$ cat config.mk
export PLATFORM = sky130hd
export DESIGN_NAME = board_memory_select_glue
export DESIGN_NICKNAME = d
export VERILOG_FILES = /design/src/verilog/board_glue_pkg.sv /design/src/verilog/board_memory_select_glue.sv
export SDC_FILE = /design/constraint.sdc
export NUM_CORES = 1
export LEC_CHECK = 0
export BUFFER_PORTS_ARGS = -buffer_cell sky130_fd_sc_hd__clkbuf_2
export CAP_MARGIN = 20
export CORE_ASPECT_RATIO = 2
export CORE_MARGIN = 10
export CORE_UTILIZATION = 45
export DETAILED_ROUTE_END_ITERATION = 12
export GPL_ROUTABILITY_DRIVEN = 1
export PLACE_DENSITY = 0.76
export SLEW_MARGIN = 10
export SYNTH_ARGS = -nofsm -noshare
export SYNTH_HDL_FRONTEND = slang
export SYNTH_SLANG_ARGS = --single-unit
$ cat constraint.sdc
create_clock -name core_clk -period 1.4 [get_ports core_clk]
set_clock_uncertainty 0.1 [all_clocks]
set_input_delay 0.14 -clock core_clk [delete_from_list [all_inputs] [get_ports core_clk]]
set_output_delay 0.14 -clock core_clk [all_outputs]
set_load 0.03 [all_outputs]
$ cat src/verilog/board_glue_pkg.sv
// Summary of operation
// - Crystal mode cuts the oscillator from the reference clock, held at 0.
// - One option switch sets the clock-mode straps and the filter capacitor.
// - Straps drive 11 for oscillator, 10 for crystal mode, in power-on reset.
// - Transceivers open only for enabled board regions or hard-reset config.
// - A disabled region never opens the transceivers.
// - Each local memory, status registers too, can be disabled separately.
// - Removed control/status registers stay unreachable until power cycles.
// - Select 0 flash, 1 control registers, 2 and 3 DRAM; user selects 4 to 7 are never enabled.
// - DRAM size and delay are reported in the status register for software.
// - An active-low control bit enables or disables the DRAM while the control registers have not been removed.
// - In 16-bit DRAM mode the upper data half of the DRAM is used only when hard-reset config opens it.
// - Half-word mode switches two DRAM address inputs to other address bits.
package board_glue_pkg;
  localparam int NUM_CS         = 8;
  localparam int CS_FLASH       = 0;
  localparam int CS_REGS        = 1;
  localparam int CS_DRAM1       = 2;
  localparam int CS_DRAM2       = 3;
  // control register bit positions
  localparam int CTL_WIDTH      = 8;
  localparam int CTL_FLASH_EN_N = 0;
  localparam int CTL_REGS_EN_N  = 1;
  localparam int CTL_DRAM_EN_N  = 2;
  localparam int CTL_HALF_N     = 3;
  localparam int CTL_FLASH_CFG  = 4;
  // flash, registers and DRAM enabled, full word width
  localparam logic [7:0] CTL_RESET = 8'h08;
  // status register layout
  localparam int STS_WIDTH      = 8;
  localparam int STS_SIZE_LSB   = 0;
  localparam int STS_SIZE_W     = 3;
  localparam int STS_DELAY_BIT  = 3;
  localparam int STS_HALF_BIT   = 4;
  localparam int STS_REGS_BIT   = 5;
  localparam int STS_XTAL_BIT   = 6;
  localparam logic [1:0] STRAP_OSC  = 2'h3;
  localparam logic [1:0] STRAP_XTAL = 2'h2;
  localparam logic [7:0] STS_RESET    = 8'h00;
  localparam logic [7:0] REGION_RESET = 8'h00;
  // dram address switch
  localparam int         MUX_WIDTH    = 2;
  localparam logic [1:0] MUX_RESET    = 2'h0;
  // pin filters
  localparam int         SYNC_STAGES  = 3;
  localparam int         PIN_COUNT    = 4;
  localparam int         PIN_MODE     = 0;
  localparam int         PIN_POR      = 1;
  localparam int         PIN_HRST     = 2;
  localparam int         PIN_OSC      = 3;
  localparam logic [3:0] PIN_RESET    = 4'h0;
endpackage

$ cat src/verilog/board_memory_select_glue.sv
`timescale 1ns/10ps
module board_memory_select_glue #(
  parameter int CS_COUNT   = board_glue_pkg::NUM_CS,
  parameter int CTL_W      = board_glue_pkg::CTL_WIDTH,
  parameter int STS_W      = board_glue_pkg::STS_WIDTH,
  parameter int SIZE_W     = board_glue_pkg::STS_SIZE_W,
  parameter int MUX_W      = board_glue_pkg::MUX_WIDTH,
  parameter int SYNC_DEPTH = board_glue_pkg::SYNC_STAGES
) (
  input  wire logic                core_clk,
  input  wire logic                rst_n,
  input  wire logic                poweronReset_n,
  input  wire logic                hardReset_n,
  input  wire logic                clockModeSwitch,
  input  wire logic                oscClockIn,
  input  wire logic [CS_COUNT-1:0] chipSelect_n,
  input  wire logic                ctrlWrite,
  input  wire logic [CTL_W-1:0]    ctrlWriteData,
  input  wire logic [SIZE_W-1:0]   dramSizeCode,
  input  wire logic                dramDelay70,
  input  wire logic [MUX_W-1:0]    cpuAddrFull,
  input  wire logic [MUX_W-1:0]    cpuAddrHalf,
  output logic                     refClockInput,
  output logic      [1:0]          clockModeStraps,
  output logic                     strapsOe,
  output logic                     bigFilterCapOn,
  output logic                     xcvrEnable,
  output logic                     xcvrUpperEnable,
  output logic      [CS_COUNT-1:0] regionSelect,
  output logic      [MUX_W-1:0]    dramAddrMux,
  output logic      [CTL_W-1:0]    boardControl,
  output logic      [STS_W-1:0]    boardStatus
);
  localparam int PINS = board_glue_pkg::PIN_COUNT;

  // filtered pin levels
  wire  logic [PINS-1:0]     pinRaw;
  wire  logic [PINS-1:0]     pinLevel_next;
  logic       [PINS-1:0]     pinLevel_reg;
  logic                      xtalMode;
  logic                      porActive;
  logic                      hrActive;
  logic                      oscLevel;

  // control register and removal flag
  logic       [CTL_W-1:0]    ctrl_reg;
  logic       [CTL_W-1:0]    ctrl_next;
  logic                      regsGone_reg;
  logic                      regsGone_next;
  logic                      regsAccess;
  logic                      ctrlTaken;
  logic                      regsRemoveReq;

  // select decode
  logic       [CS_COUNT-1:0] csOn;
  wire  logic [CS_COUNT-1:0] csEnabled;
  logic       [CS_COUNT-1:0] regionHit;
  logic                      flashOn;
  logic                      dramOn;
  logic                      halfWord;
  logic                      dramAccess;
  logic                      validAccess;
  logic                      hrConfig;
  logic                      upperBlocked;

  // output registers
  logic                      refClock_reg;
  logic                      refClock_next;
  logic       [1:0]          straps_reg;
  logic       [1:0]          straps_next;
  logic                      strapsOe_reg;
  logic                      strapsOe_next;
  logic                      filterCap_reg;
  logic                      filterCap_next;
  logic                      xcvr_reg;
  logic                      xcvr_next;
  logic                      xcvrUpper_reg;
  logic                      xcvrUpper_next;
  logic       [CS_COUNT-1:0] region_reg;
  logic       [CS_COUNT-1:0] region_next;
  logic       [MUX_W-1:0]    addrMux_reg;
  logic       [MUX_W-1:0]    addrMux_next;
  logic       [CTL_W-1:0]    ctrlCopy_reg;
  logic       [CTL_W-1:0]    ctrlCopy_next;
  logic       [STS_W-1:0]    status_reg;
  logic       [STS_W-1:0]    status_next;

  assign pinRaw[board_glue_pkg::PIN_MODE] = clockModeSwitch;
  assign pinRaw[board_glue_pkg::PIN_POR]  = poweronReset_n;
  assign pinRaw[board_glue_pkg::PIN_HRST] = hardReset_n;
  assign pinRaw[board_glue_pkg::PIN_OSC]  = oscClockIn;

  // each of the four pins, taken once the last two stages agree
  for (genvar p = 0; p < PINS; p++) begin : g_pin
    logic [SYNC_DEPTH-1:0] chain_reg;
    logic                  agree;

    always_ff @(posedge core_clk) begin
      chain_reg <= {chain_reg[SYNC_DEPTH-2:0], pinRaw[p]};
    end

    assign agree = chain_reg[SYNC_DEPTH-1] == chain_reg[SYNC_DEPTH-2];
    assign pinLevel_next[p] = agree ? chain_reg[SYNC_DEPTH-2]
                                    : pinLevel_reg[p];
  end

  // resets read as active until the filter shows otherwise
  always_ff @(posedge core_clk) begin
    if (!rst_n) begin
      pinLevel_reg <= board_glue_pkg::PIN_RESET;
    end else begin
      pinLevel_reg <= pinLevel_next;
    end
  end

  assign xtalMode  = pinLevel_reg[board_glue_pkg::PIN_MODE];
  assign porActive = ~pinLevel_reg[board_glue_pkg::PIN_POR];
  assign hrActive  = ~pinLevel_reg[board_glue_pkg::PIN_HRST];
  assign oscLevel  = pinLevel_reg[board_glue_pkg::PIN_OSC];

  assign csOn       = ~chipSelect_n;
  assign regsAccess = csOn[board_glue_pkg::CS_REGS] && !regsGone_reg;
  assign ctrlTaken  = ctrlWrite && regsAccess;

  always_comb begin
    ctrl_next = ctrl_reg;
    if (porActive) begin
      ctrl_next = board_glue_pkg::CTL_RESET;
    end else if (ctrlTaken) begin
      ctrl_next = ctrlWriteData;
    end
  end

  always_ff @(posedge core_clk) begin
    if (!rst_n) begin
      ctrl_reg <= board_glue_pkg::CTL_RESET;
    end else begin
      ctrl_reg <= ctrl_next;
    end
  end

  assign regsRemoveReq = ctrl_reg[board_glue_pkg::CTL_REGS_EN_N];
  assign regsGone_next = porActive ? 1'b0 : (regsGone_reg | regsRemoveReq);

  always_ff @(posedge core_clk) begin
    if (!rst_n) begin
      regsGone_reg <= 1'b0;
    end else begin
      regsGone_reg <= regsGone_next;
    end
  end

  assign flashOn  = ~ctrl_reg[board_glue_pkg::CTL_FLASH_EN_N];
  assign dramOn   = ~ctrl_reg[board_glue_pkg::CTL_DRAM_EN_N];
  assign halfWord = ~ctrl_reg[board_glue_pkg::CTL_HALF_N];

  for (genvar c = 0; c < CS_COUNT; c++) begin : g_cs
    if (c == board_glue_pkg::CS_FLASH) begin : g_flash
      assign csEnabled[c] = flashOn;
    end else if (c == board_glue_pkg::CS_REGS) begin : g_regs
      assign csEnabled[c] = ~regsGone_reg;
    end else if ((c == board_glue_pkg::CS_DRAM1) ||
                 (c == board_glue_pkg::CS_DRAM2)) begin : g_dram
      assign csEnabled[c] = dramOn;
    end else begin : g_user
      assign csEnabled[c] = 1'b0;
    end
  end

  assign regionHit   = csOn & csEnabled;
  assign validAccess = |regionHit;
  assign hrConfig    = hrActive && ctrl_reg[board_glue_pkg::CTL_FLASH_CFG];
  assign dramAccess  = csOn[board_glue_pkg::CS_DRAM1] ||
                       csOn[board_glue_pkg::CS_DRAM2];

  // upper half idle for DRAM selects in half-word mode
  assign upperBlocked = halfWord && dramAccess;

  assign refClock_next = xtalMode ? 1'b0 : oscLevel;

  assign straps_next = xtalMode ? board_glue_pkg::STRAP_XTAL
                                : board_glue_pkg::STRAP_OSC;
  // held on through hard reset as well
  assign strapsOe_next  = porActive || hrActive;
  assign filterCap_next = xtalMode;

  assign xcvr_next      = validAccess || hrConfig;
  assign xcvrUpper_next = (validAccess && !upperBlocked) || hrConfig;
  assign region_next    = regionHit;

  assign addrMux_next  = halfWord ? cpuAddrHalf : cpuAddrFull;
  assign ctrlCopy_next = ctrl_reg;

  always_comb begin
    status_next = board_glue_pkg::STS_RESET;
    status_next[board_glue_pkg::STS_SIZE_LSB +: SIZE_W] = dramSizeCode;
    status_next[board_glue_pkg::STS_DELAY_BIT] = dramDelay70;
    status_next[board_glue_pkg::STS_HALF_BIT]  = halfWord;
    status_next[board_glue_pkg::STS_REGS_BIT]  = regsGone_reg;
    status_next[board_glue_pkg::STS_XTAL_BIT]  = xtalMode;
  end

  always_ff @(posedge core_clk) begin
    if (!rst_n) begin
      refClock_reg <= 1'b0;
    end else begin
      refClock_reg <= refClock_next;
    end
  end

  always_ff @(posedge core_clk) begin
    if (!rst_n) begin
      straps_reg <= board_glue_pkg::STRAP_OSC;
    end else begin
      straps_reg <= straps_next;
    end
  end

  always_ff @(posedge core_clk) begin
    if (!rst_n) begin
      strapsOe_reg <= 1'b0;
    end else begin
      strapsOe_reg <= strapsOe_next;
    end
  end

  always_ff @(posedge core_clk) begin
    if (!rst_n) begin
      filterCap_reg <= 1'b0;
    end else begin
      filterCap_reg <= filterCap_next;
    end
  end

  always_ff @(posedge core_clk) begin
    if (!rst_n) begin
      xcvr_reg <= 1'b0;
    end else begin
      xcvr_reg <= xcvr_next;
    end
  end

  always_ff @(posedge core_clk) begin
    if (!rst_n) begin
      xcvrUpper_reg <= 1'b0;
    end else begin
      xcvrUpper_reg <= xcvrUpper_next;
    end
  end

  always_ff @(posedge core_clk) begin
    if (!rst_n) begin
      region_reg <= board_glue_pkg::REGION_RESET;
    end else begin
      region_reg <= region_next;
    end
  end

  always_ff @(posedge core_clk) begin
    if (!rst_n) begin
      addrMux_reg <= board_glue_pkg::MUX_RESET;
    end else begin
      addrMux_reg <= addrMux_next;
    end
  end

  always_ff @(posedge core_clk) begin
    if (!rst_n) begin
      ctrlCopy_reg <= board_glue_pkg::CTL_RESET;
    end else begin
      ctrlCopy_reg <= ctrlCopy_next;
    end
  end

  always_ff @(posedge core_clk) begin
    if (!rst_n) begin
      status_reg <= board_glue_pkg::STS_RESET;
    end else begin
      status_reg <= status_next;
    end
  end

  assign refClockInput   = refClock_reg;
  assign clockModeStraps = straps_reg;
  assign strapsOe        = strapsOe_reg;
  assign bigFilterCapOn  = filterCap_reg;
  assign xcvrEnable      = xcvr_reg;
  assign xcvrUpperEnable = xcvrUpper_reg;
  assign regionSelect    = region_reg;
  assign dramAddrMux     = addrMux_reg;
  assign boardControl    = ctrlCopy_reg;
  assign boardStatus     = status_reg;

endmodule

# After elaboration in Yosys (flattened, before gate mapping)
# Cells that the tools add are included.
# word_totals
reg_bits	58
out_inout_bits	33
# op_classes
eq_ne	4
n_mux	2
n_bitwise	10
reduce_logical	14
# op_table
operator	count
$and 8x4->8	1
$not 8->8	1
$reduce_or 8->1	1
$not 1->1	7
$logic_and 1x1->1	5
$eq 1x1->1	4
$logic_or 1x1->1	4
$logic_not 1->1	2
$mux 2	1
$reduce_and 2->1	1
$reduce_or 2->1	1
$mux 1	1
$or 1x1->1	1

# Logic depth before layout (Yosys ltp)
# Gate-level depths: netlist (run 1).
# logic_depth
ltp_word	6
mapped_depth	4

# Worst setup path before layout (run 1)
# OpenSTA, ideal clock, no wires.
# synth_timing
path_type	register to register
startpoint	register regsGone_reg
endpoint	register ctrl_reg[3] (netlist: ctrlCopy_next[3])
t_arrival_ns	0.923
required_time_ns	1.172
path_slack_ns	0.248
path_stages_with_launch	5
n_path_buf	1
synth_period_minus_slack_ns	1.152
path_cell_list	dfxtp_1 -> nor3b_1 -> buf_4 -> mux2i_1 -> nand3_1
# synth_via
elab_chain_cells	3
# synth_lines
element	line_no	text
start: declaration	board_memory_select_glue.sv:48	logic regsGone_reg;
start signal: assignment	board_memory_select_glue.sv:149	regsGone_reg <= regsGone_next;
$logic_not 1->1	board_memory_select_glue.sv:122	assign regsAccess = csOn[board_glue_pkg::CS_REGS] && !regsGone_reg;
$logic_and 1x1->1	board_memory_select_glue.sv:122	
$logic_and 1x1->1	board_memory_select_glue.sv:123	assign ctrlTaken = ctrlWrite && regsAccess;
end signal: assignment	board_memory_select_glue.sv:136	ctrl_reg <= board_glue_pkg::CTL_RESET;
end signal: assignment	board_memory_select_glue.sv:138	ctrl_reg <= ctrl_next;
end: declaration	board_memory_select_glue.sv:46	logic [CTL_W-1:0] ctrl_reg;
# Every way passes these cells.
# A chain may end at the register's enable or synchronous reset.

# Worst setup path after layout (run 1)
# layout_timing
startpoint	register regsGone_reg
endpoint	register xcvrUpper_reg (netlist: xcvrUpperEnable)
# layout_via
elab_chain_cells	5
# layout_lines
element	line_no	text
$not 1->1	board_memory_select_glue.sv:161	assign csEnabled[c] = ~regsGone_reg;
$and 8x4->8	board_memory_select_glue.sv:170	assign regionHit = csOn & csEnabled;
$reduce_or 8->1	board_memory_select_glue.sv:171	assign validAccess = |regionHit;
$logic_and 1x1->1	board_memory_select_glue.sv:188	assign xcvrUpper_next = (validAccess && !upperBlocked) || hrConfig;
$logic_or 1x1->1	board_memory_select_glue.sv:188	
end signal: assignment	board_memory_select_glue.sv:247	xcvrUpper_reg <= xcvrUpper_next;
end: declaration	board_memory_select_glue.sv:77	logic xcvrUpper_reg;
# Every way passes these cells.

==> results of run 1 <==
==> where the power goes <==
group	total (mW)	switching, mW	internal (mW)
combinational	0.252	0.141	0.111
clock	0.768	0.426	0.342
sequential	1.52	0.0213	1.50
==> per-stage QoR <==
stage                     hold slack, ps  setup slack [ps]  util (%)  cells
final                              9.926             142.7     63.43    235
after floorplan                    67.72             248.4         -    134
after global routing               37.32             79.14     63.43    235
after CTS                          9.905             66.37     63.27    235
after global placement             142.1             136.9     55.09    209
after detailed placement           145.1             91.98     55.09    209
==> cells in the mapped netlist, types with 2 or more instances <==
cell and n:
dfxtp_1 51, nor2_1 13, and2_1 12, mux2i_1 10
buf_4 8, nand2_1 6, a21boi_0 5, nor2b_1 4
o21ai_0 4, and2_2 2, clkbuf_1 2, conb_1 2
inv_1 2
==> critical path, delay by kind of cell, from the launching register on <==
family | cells | cell delay [ps]
AOI/OAI and AO/OA | 1 | 430
DFF | 1 | 410
and+or+nand+nor | 2 | 210
==> timing repair <==
action / in CTS / in global routing
endpoints found under the setup margin: 0 / 3
resized for setup: 0 / 1
hold buffers: 18 / 0
hold endpoints to repair: 18 / 0
==> layout make-up <==
| type | instances | share of cell area, % |
|---|---|---|
| well taps | 31 | 1.894 |
| clock inverters | 3 | 0.7330 |
| multi-input cells | 70 | 21.32 |
| inverters | 2 | 0.3665 |
| flip-flops and latches | 51 | 49.85 |
| clock buffers | 5 | 3.360 |
| repair buffers | 73 | 22.48 |
==> cell families after synthesis <==
kind of cell           count (synthesis)  synth area share (%)
multiplexers                          10                 6.595
other                                  2                0.4948
buffers and inverters                 13                 5.276
AND/OR/NAND/NOR                       42                 15.00
AO/OA/AOI/OAI                         12                 5.359
flip-flops                            51                 67.27
==> per-layer routing <==
metal | up-vias | global-route usage, % | part of all wire, %
li1 | 544 | - | -
met3 | 5 | 4.596 | 12
met5 | - | 0 | 0
met4 | 0 | 6.903 | 2.5
met1 | 468 | 9.460 | 34
met2 | 40 | 17.42 | 51
==> worst min path at each step <==
stage / endpoint / slack (ps)
floorplan: g_pin[0].chain_reg[0]$_DFF_P_ / 70
global placement: g_pin[1].chain_reg[0]$_DFF_P_ / 140
detailed placement: g_pin[0].chain_reg[0]$_DFF_P_ / 150
CTS: dramAddrMux[0]$_SDFF_PN0_ / 10
global route: dramAddrMux[0]$_SDFF_PN0_ / 40
finish: dramAddrMux[0]$_SDFF_PN0_ / 10
==> impl_metrics.py, run 1 <==
metrics = {
    "cts": {
        "clockRootBuffer": "clkbuf_8",
        "numCtsBuffers": 5,
        "cts.sinks": 51,
        "clock_path_buffers": 2,
        "insertion_delay_ps": 290,
        "clk_pin_slew_worst_paths_ps": 80,
        "cts_tree": "built",
        "htreeDepth": 2,
        "post-cts-setup-buffer-count": 0,
    },
    "timing": {
        "report.final.slew_viol_count": 0,
        "rsz0062_at_grt": "no",
        "min_period_ps": 1257,
        "setup_viol": 0,
        "post-route-period-util_pct": 89.81,
        "timing.final.hold_violations": 0,
        "tns_ps": 0,
        "fmax_ghz": 0.7954,
    },
    "cells_and_area": {
        "stdcell_area_sq_um": 2048,
        "seqCellArea_sq_um": 1021,
        "layout-drive-gt1-share_pct": 32.84,
        "largest_reg_flops": 12,
        "area_growth_pct": 34.95,
        "diodes": 0,
        "fillers": 261,
        "nNetsFinal": 234,
        "most-common-layout-cells": "clkbuf_2, dfxtp_1, dlygate4sd3_1",
        "mostFrequentLayoutCell": "clkbuf_2",
        "multi_input_area_sq_um": 436.7,
    },
    "min_path": {
        "min-delay-start": "cpuAddrHalf[0]",
        "hold_class": "input pin to register",
        "min_delay_path_depth": 3,
    },
    "die": {
        "die_area_sq_um": 6237,
        "core_area_sq_um": 3229,
        "fp-row-count": 29,
        "die_w_microns": 61.07,
        "start_util_pct": 47.00,
        "die_h_microns": 102.1,
        "io_pins": 64,
    },
    "run_status": {
        "status": "finished clean",
    },
    "logic_synthesis": {
        "synth_edf_count": 0,
        "ys_ff_latch": 51,
        "async_flop_share_pct": 0,
        "synth-main-ff-cell": "dfxtp_1",
        "syn_inst": 130,
        "yosysUniqueCellTypes": 22,
        "synth_area_sq_um": 1518,
        "syn_area_per_cell_sq_um": 11.67,
        "yosysSeqAreaShare_pct": 67.27,
        "ys_warn_count": 0,
        "synthTopCellsByArea": "dfxtp_1, mux2i_1, and2_1",
        "synth_top_area_share_pct": 67.27,
        "yosys.area.top_type": "dfxtp_1",
    },
    "setup_path": {
        "cp.arrival_ps": 1340,
        "cpMaxStageDelayCell": "o41a_1",
        "r2r_start": "regsGone_reg$_SDFF_PN0_",
        "path_cells": "nor2_1, o41a_1, nor2b_4",
        "cp_max_fo": 4,
        "start_kind": "register",
        "crit_type": "register to register",
        "crit_end": "xcvrUpperEnable$_SDFF_PN0_",
        "worst_path_largest_cell_delay_ps": 430,
        "ff2ff_setup_slack_ps": 140,
        "cp.required_ps": 1480,
        "cp-end-kind": "register",
        "r2r_end": "xcvrUpperEnable$_SDFF_PN0_",
        "worstSetupStartpoint": "regsGone_reg$_SDFF_PN0_",
        "r2r_cells": 3,
    },
    "routing": {
        "vias_per_cell": 4.498,
        "first_iter_violations": 6,
        "drc": 0,
        "wl_mm": 3.016,
        "first_pass_iters": 4,
        "dr_total_vias": 1057,
        "ant_nets": 0,
        "wire_per_inst_microns": 12.83,
    },
    "global_routing": {
        "grt_max_degree": 29,
        "grt_usage_pct": 10.32,
        "grt_pass1_wl_mm": 4.857,
        "grt_pass1_vias": 1083,
        "grt_overflow_total": 0,
        "antenna_found_initial": 0,
    },
    "placement": {
        "port_buffers": 53,
        "dpl_cell_area_sq_um": 1779,
        "dpl.hpwl_mm": 2.367,
        "place_congestion": 0.6790,
    },
    "job": {
        "maxCapViolCount": 0,
    },
    "pwr": {
        "irDropWorstVdd_v": 0.0008905,
        "powerDensity_nw_per_um2": 1243,
        "report.power.total_mw": 2.545,
        "leakage_nw": 0.9710,
    },
}
(Power assumes the default switching activity.)
==> run 2: changes to the inputs <==
- PLACE_DENSITY: 0.76 -> not set
- PLACE_DENSITY_LB_ADDON: not set -> 0.1
==> impl_metrics.py, run 2 (synthesized netlist as in run 1, its figures left out) <==
metrics = {
    "cells_and_area": {
        "largest_reg_flops": 12,
        "layoutNonFillerInstCount": 236,
        "most-common-layout-cells": "clkbuf_2, dfxtp_1, dlygate4sd3_1",
        "fillers": 268,
        "diodes": 0,
        "layout-drive-gt1-share_pct": 31.22,
        "multi_input_area_sq_um": 431.7,
        "nNetsFinal": 236,
        "area_growth_pct": 37.18,
        "seqCellArea_sq_um": 1021,
        "mostFrequentLayoutCell": "clkbuf_2",
    },
    "setup_path": {
        "cp_max_fo": 3,
        "cp-end-kind": "register",
        "start_kind": "input pin",
        "path_cells": "dlygate4sd3_1, clkbuf_2, a21oi_1, o41a_1, nor2b_4",
        "worst_path_largest_cell_delay_ps": 530,
        "path_delay_family": "buffers and inverters",
        "r2r_cells": 4,
        "path_depth": 5,
        "cpMaxStageDelayCell": "dlygate4sd3_1",
        "crit_type": "input pin to register",
        "cp.required_ps": 1470,
        "cp.arrival_ps": 1320,
        "path_buf_inv": 2,
    },
    "routing": {
        "drc": 0,
        "dr_wl_met2_mm": 1.655,
        "dr_total_vias": 1093,
        "highest-signal-layer": "met4",
        "wire_per_inst_microns": 13.10,
        "wl_mm": 3.091,
        "wl_met3_microns": 324,
        "first_pass_iters": 4,
        "wl_met1_mm": 1.049,
        "vias_per_cell": 4.631,
        "ant_nets": 0,
        "first_iter_violations": 16,
    },
    "min_path": {
        "hold_class": "input pin to register",
        "min_delay_path_depth": 3,
    },
    "cts": {
        "cts_tree": "built",
        "numCtsBuffers": 5,
        "insertion_delay_ps": 290,
        "clockRootBuffer": "clkbuf_8",
        "clk_pin_slew_worst_paths_ps": 80,
        "clock_path_buffers": 2,
        "htreeDepth": 2,
        "cts_resized": 0,
        "cts.sinks": 51,
    },
    "timing": {
        "report.final.slew_viol_count": 0,
        "holdWs_ps": 9.547,
        "rsz0062_at_grt": "no",
        "post-route-period-util_pct": 89.26,
        "timing.final.hold_violations": 0,
        "tns_ps": 0,
        "setup_viol": 0,
        "min_period_ps": 1250,
        "fmax_ghz": 0.8003,
    },
    "pwr": {
        "pwr-share-seq_pct": 56.1,
        "combPwrFrac_pct": 9.4,
        "switching_power_mw": 0.5790,
        "powerDensity_nw_per_um2": 1307,
        "irDropWorstVdd_v": 0.0008553,
        "p_int_mw": 2.141,
        "p_sw_share_pct": 21.28,
        "pwr-share-clk_pct": 34.5,
        "leakage_nw": 0.9801,
    },
    "global_routing": {
        "grt_pass1_vias": 1145,
        "antenna_found_initial": 0,
        "grt_usage_pct": 10.78,
        "grt_overflow_total": 0,
        "grt_max_degree": 16,
        "grt_pass1_wl_mm": 5.043,
    },
    "die": {
        "die_h_microns": 102.1,
        "fp-row-count": 29,
        "io_pins": 64,
        "core_area_sq_um": 3229,
        "start_util_pct": 47.00,
        "die_area_sq_um": 6237,
        "die_w_microns": 61.07,
    },
    "placement": {
        "port_buffers": 53,
        "dp_cells": 209,
        "dpl.hpwl_mm": 2.370,
        "place_congestion": 0.6828,
    },
    "run_status": {
        "status": "finished clean",
    },
    "job": {
        "maxCapViolCount": 0,
    },
}
## run 2: cell count changes in the layout (fill, tap and decap cells not counted)
cell and change:
bufinv_16 +1, clkbuf_1 +1, clkinv_2 -3, dlygate4sd3_1 +2, nor3b_1 +1, nor3b_2 -1
## run 2: final cells by class
class | instances | share of cell area [%]
well taps | 31 | 1.863
repair buffers | 75 | 23.08
clock buffers | 6 | 3.486
clock inverters | 1 | 1.442
flip-flops and latches | 51 | 49.04
inverters | 2 | 0.3606
multi-input cells | 70 | 20.73
## run 2: what timing repair did
item / CTS / global route
hold buffers: 20 / 0
endpoints found under the hold margin: 19 / 0
setup buffers: 0 / 0
## run 2: path summary, 6_finish.rpt
| check | startpoint | endpoint | slack, ps |
|---|---|---|---|
| max | chipSelect_n[3] | xcvrUpperEnable$_SDFF_PN0_ | 150 |
| min | cpuAddrHalf[0] | dramAddrMux[0]$_SDFF_PN0_ | 10 |
| min reg2reg | g_pin[1].chain_reg[0]$_DFF_P_ | g_pin[1].chain_reg[1]$_DFF_P_ | 230 |
| max reg2reg | regsGone_reg$_SDFF_PN0_ | ctrlCopy_next[3]$_SDFFE_PN1P_ | 160 |
## run 2: worst reg2reg max path, delay by kind of cell (launching register included)
family                 cells  cell delay [ps]
flip-flops                 1              340
multiplexers               1              200
buffers and inverters      1              220
AND/OR/NAND/NOR            2              270
## run 2: power groups by stage
stage	sequential, mW	combinational, mW	clock, mW
2_1_floorplan	1.61	0.0987	0
3_3_place_gp	1.56	0.210	0
3_5_place_dp	1.56	0.214	0
4_1_cts	1.53	0.259	0.980
5_1_grt	1.53	0.278	1.04
6_report	1.53	0.256	0.939
## run 2: stage by stage
stage	power (mW)	area [sq um]	utilization (%)	worst slack, ps
global route	2.848	2082	64.47	71.82
floorplan	1.707	1533	-	248.4
CTS	2.765	2082	64.47	143.5
global placement	1.768	1779	55.09	195.7
finish	2.720	2082	64.47	150.4
detailed placement	1.774	1779	55.09	165.6
## run 2: per-layer routing
layer	vias to the layer above	global-route usage (%)
li1	547	-
met2	43	18.70
met5	-	0
met1	498	9.325
met3	5	5.963
met4	0	5.841
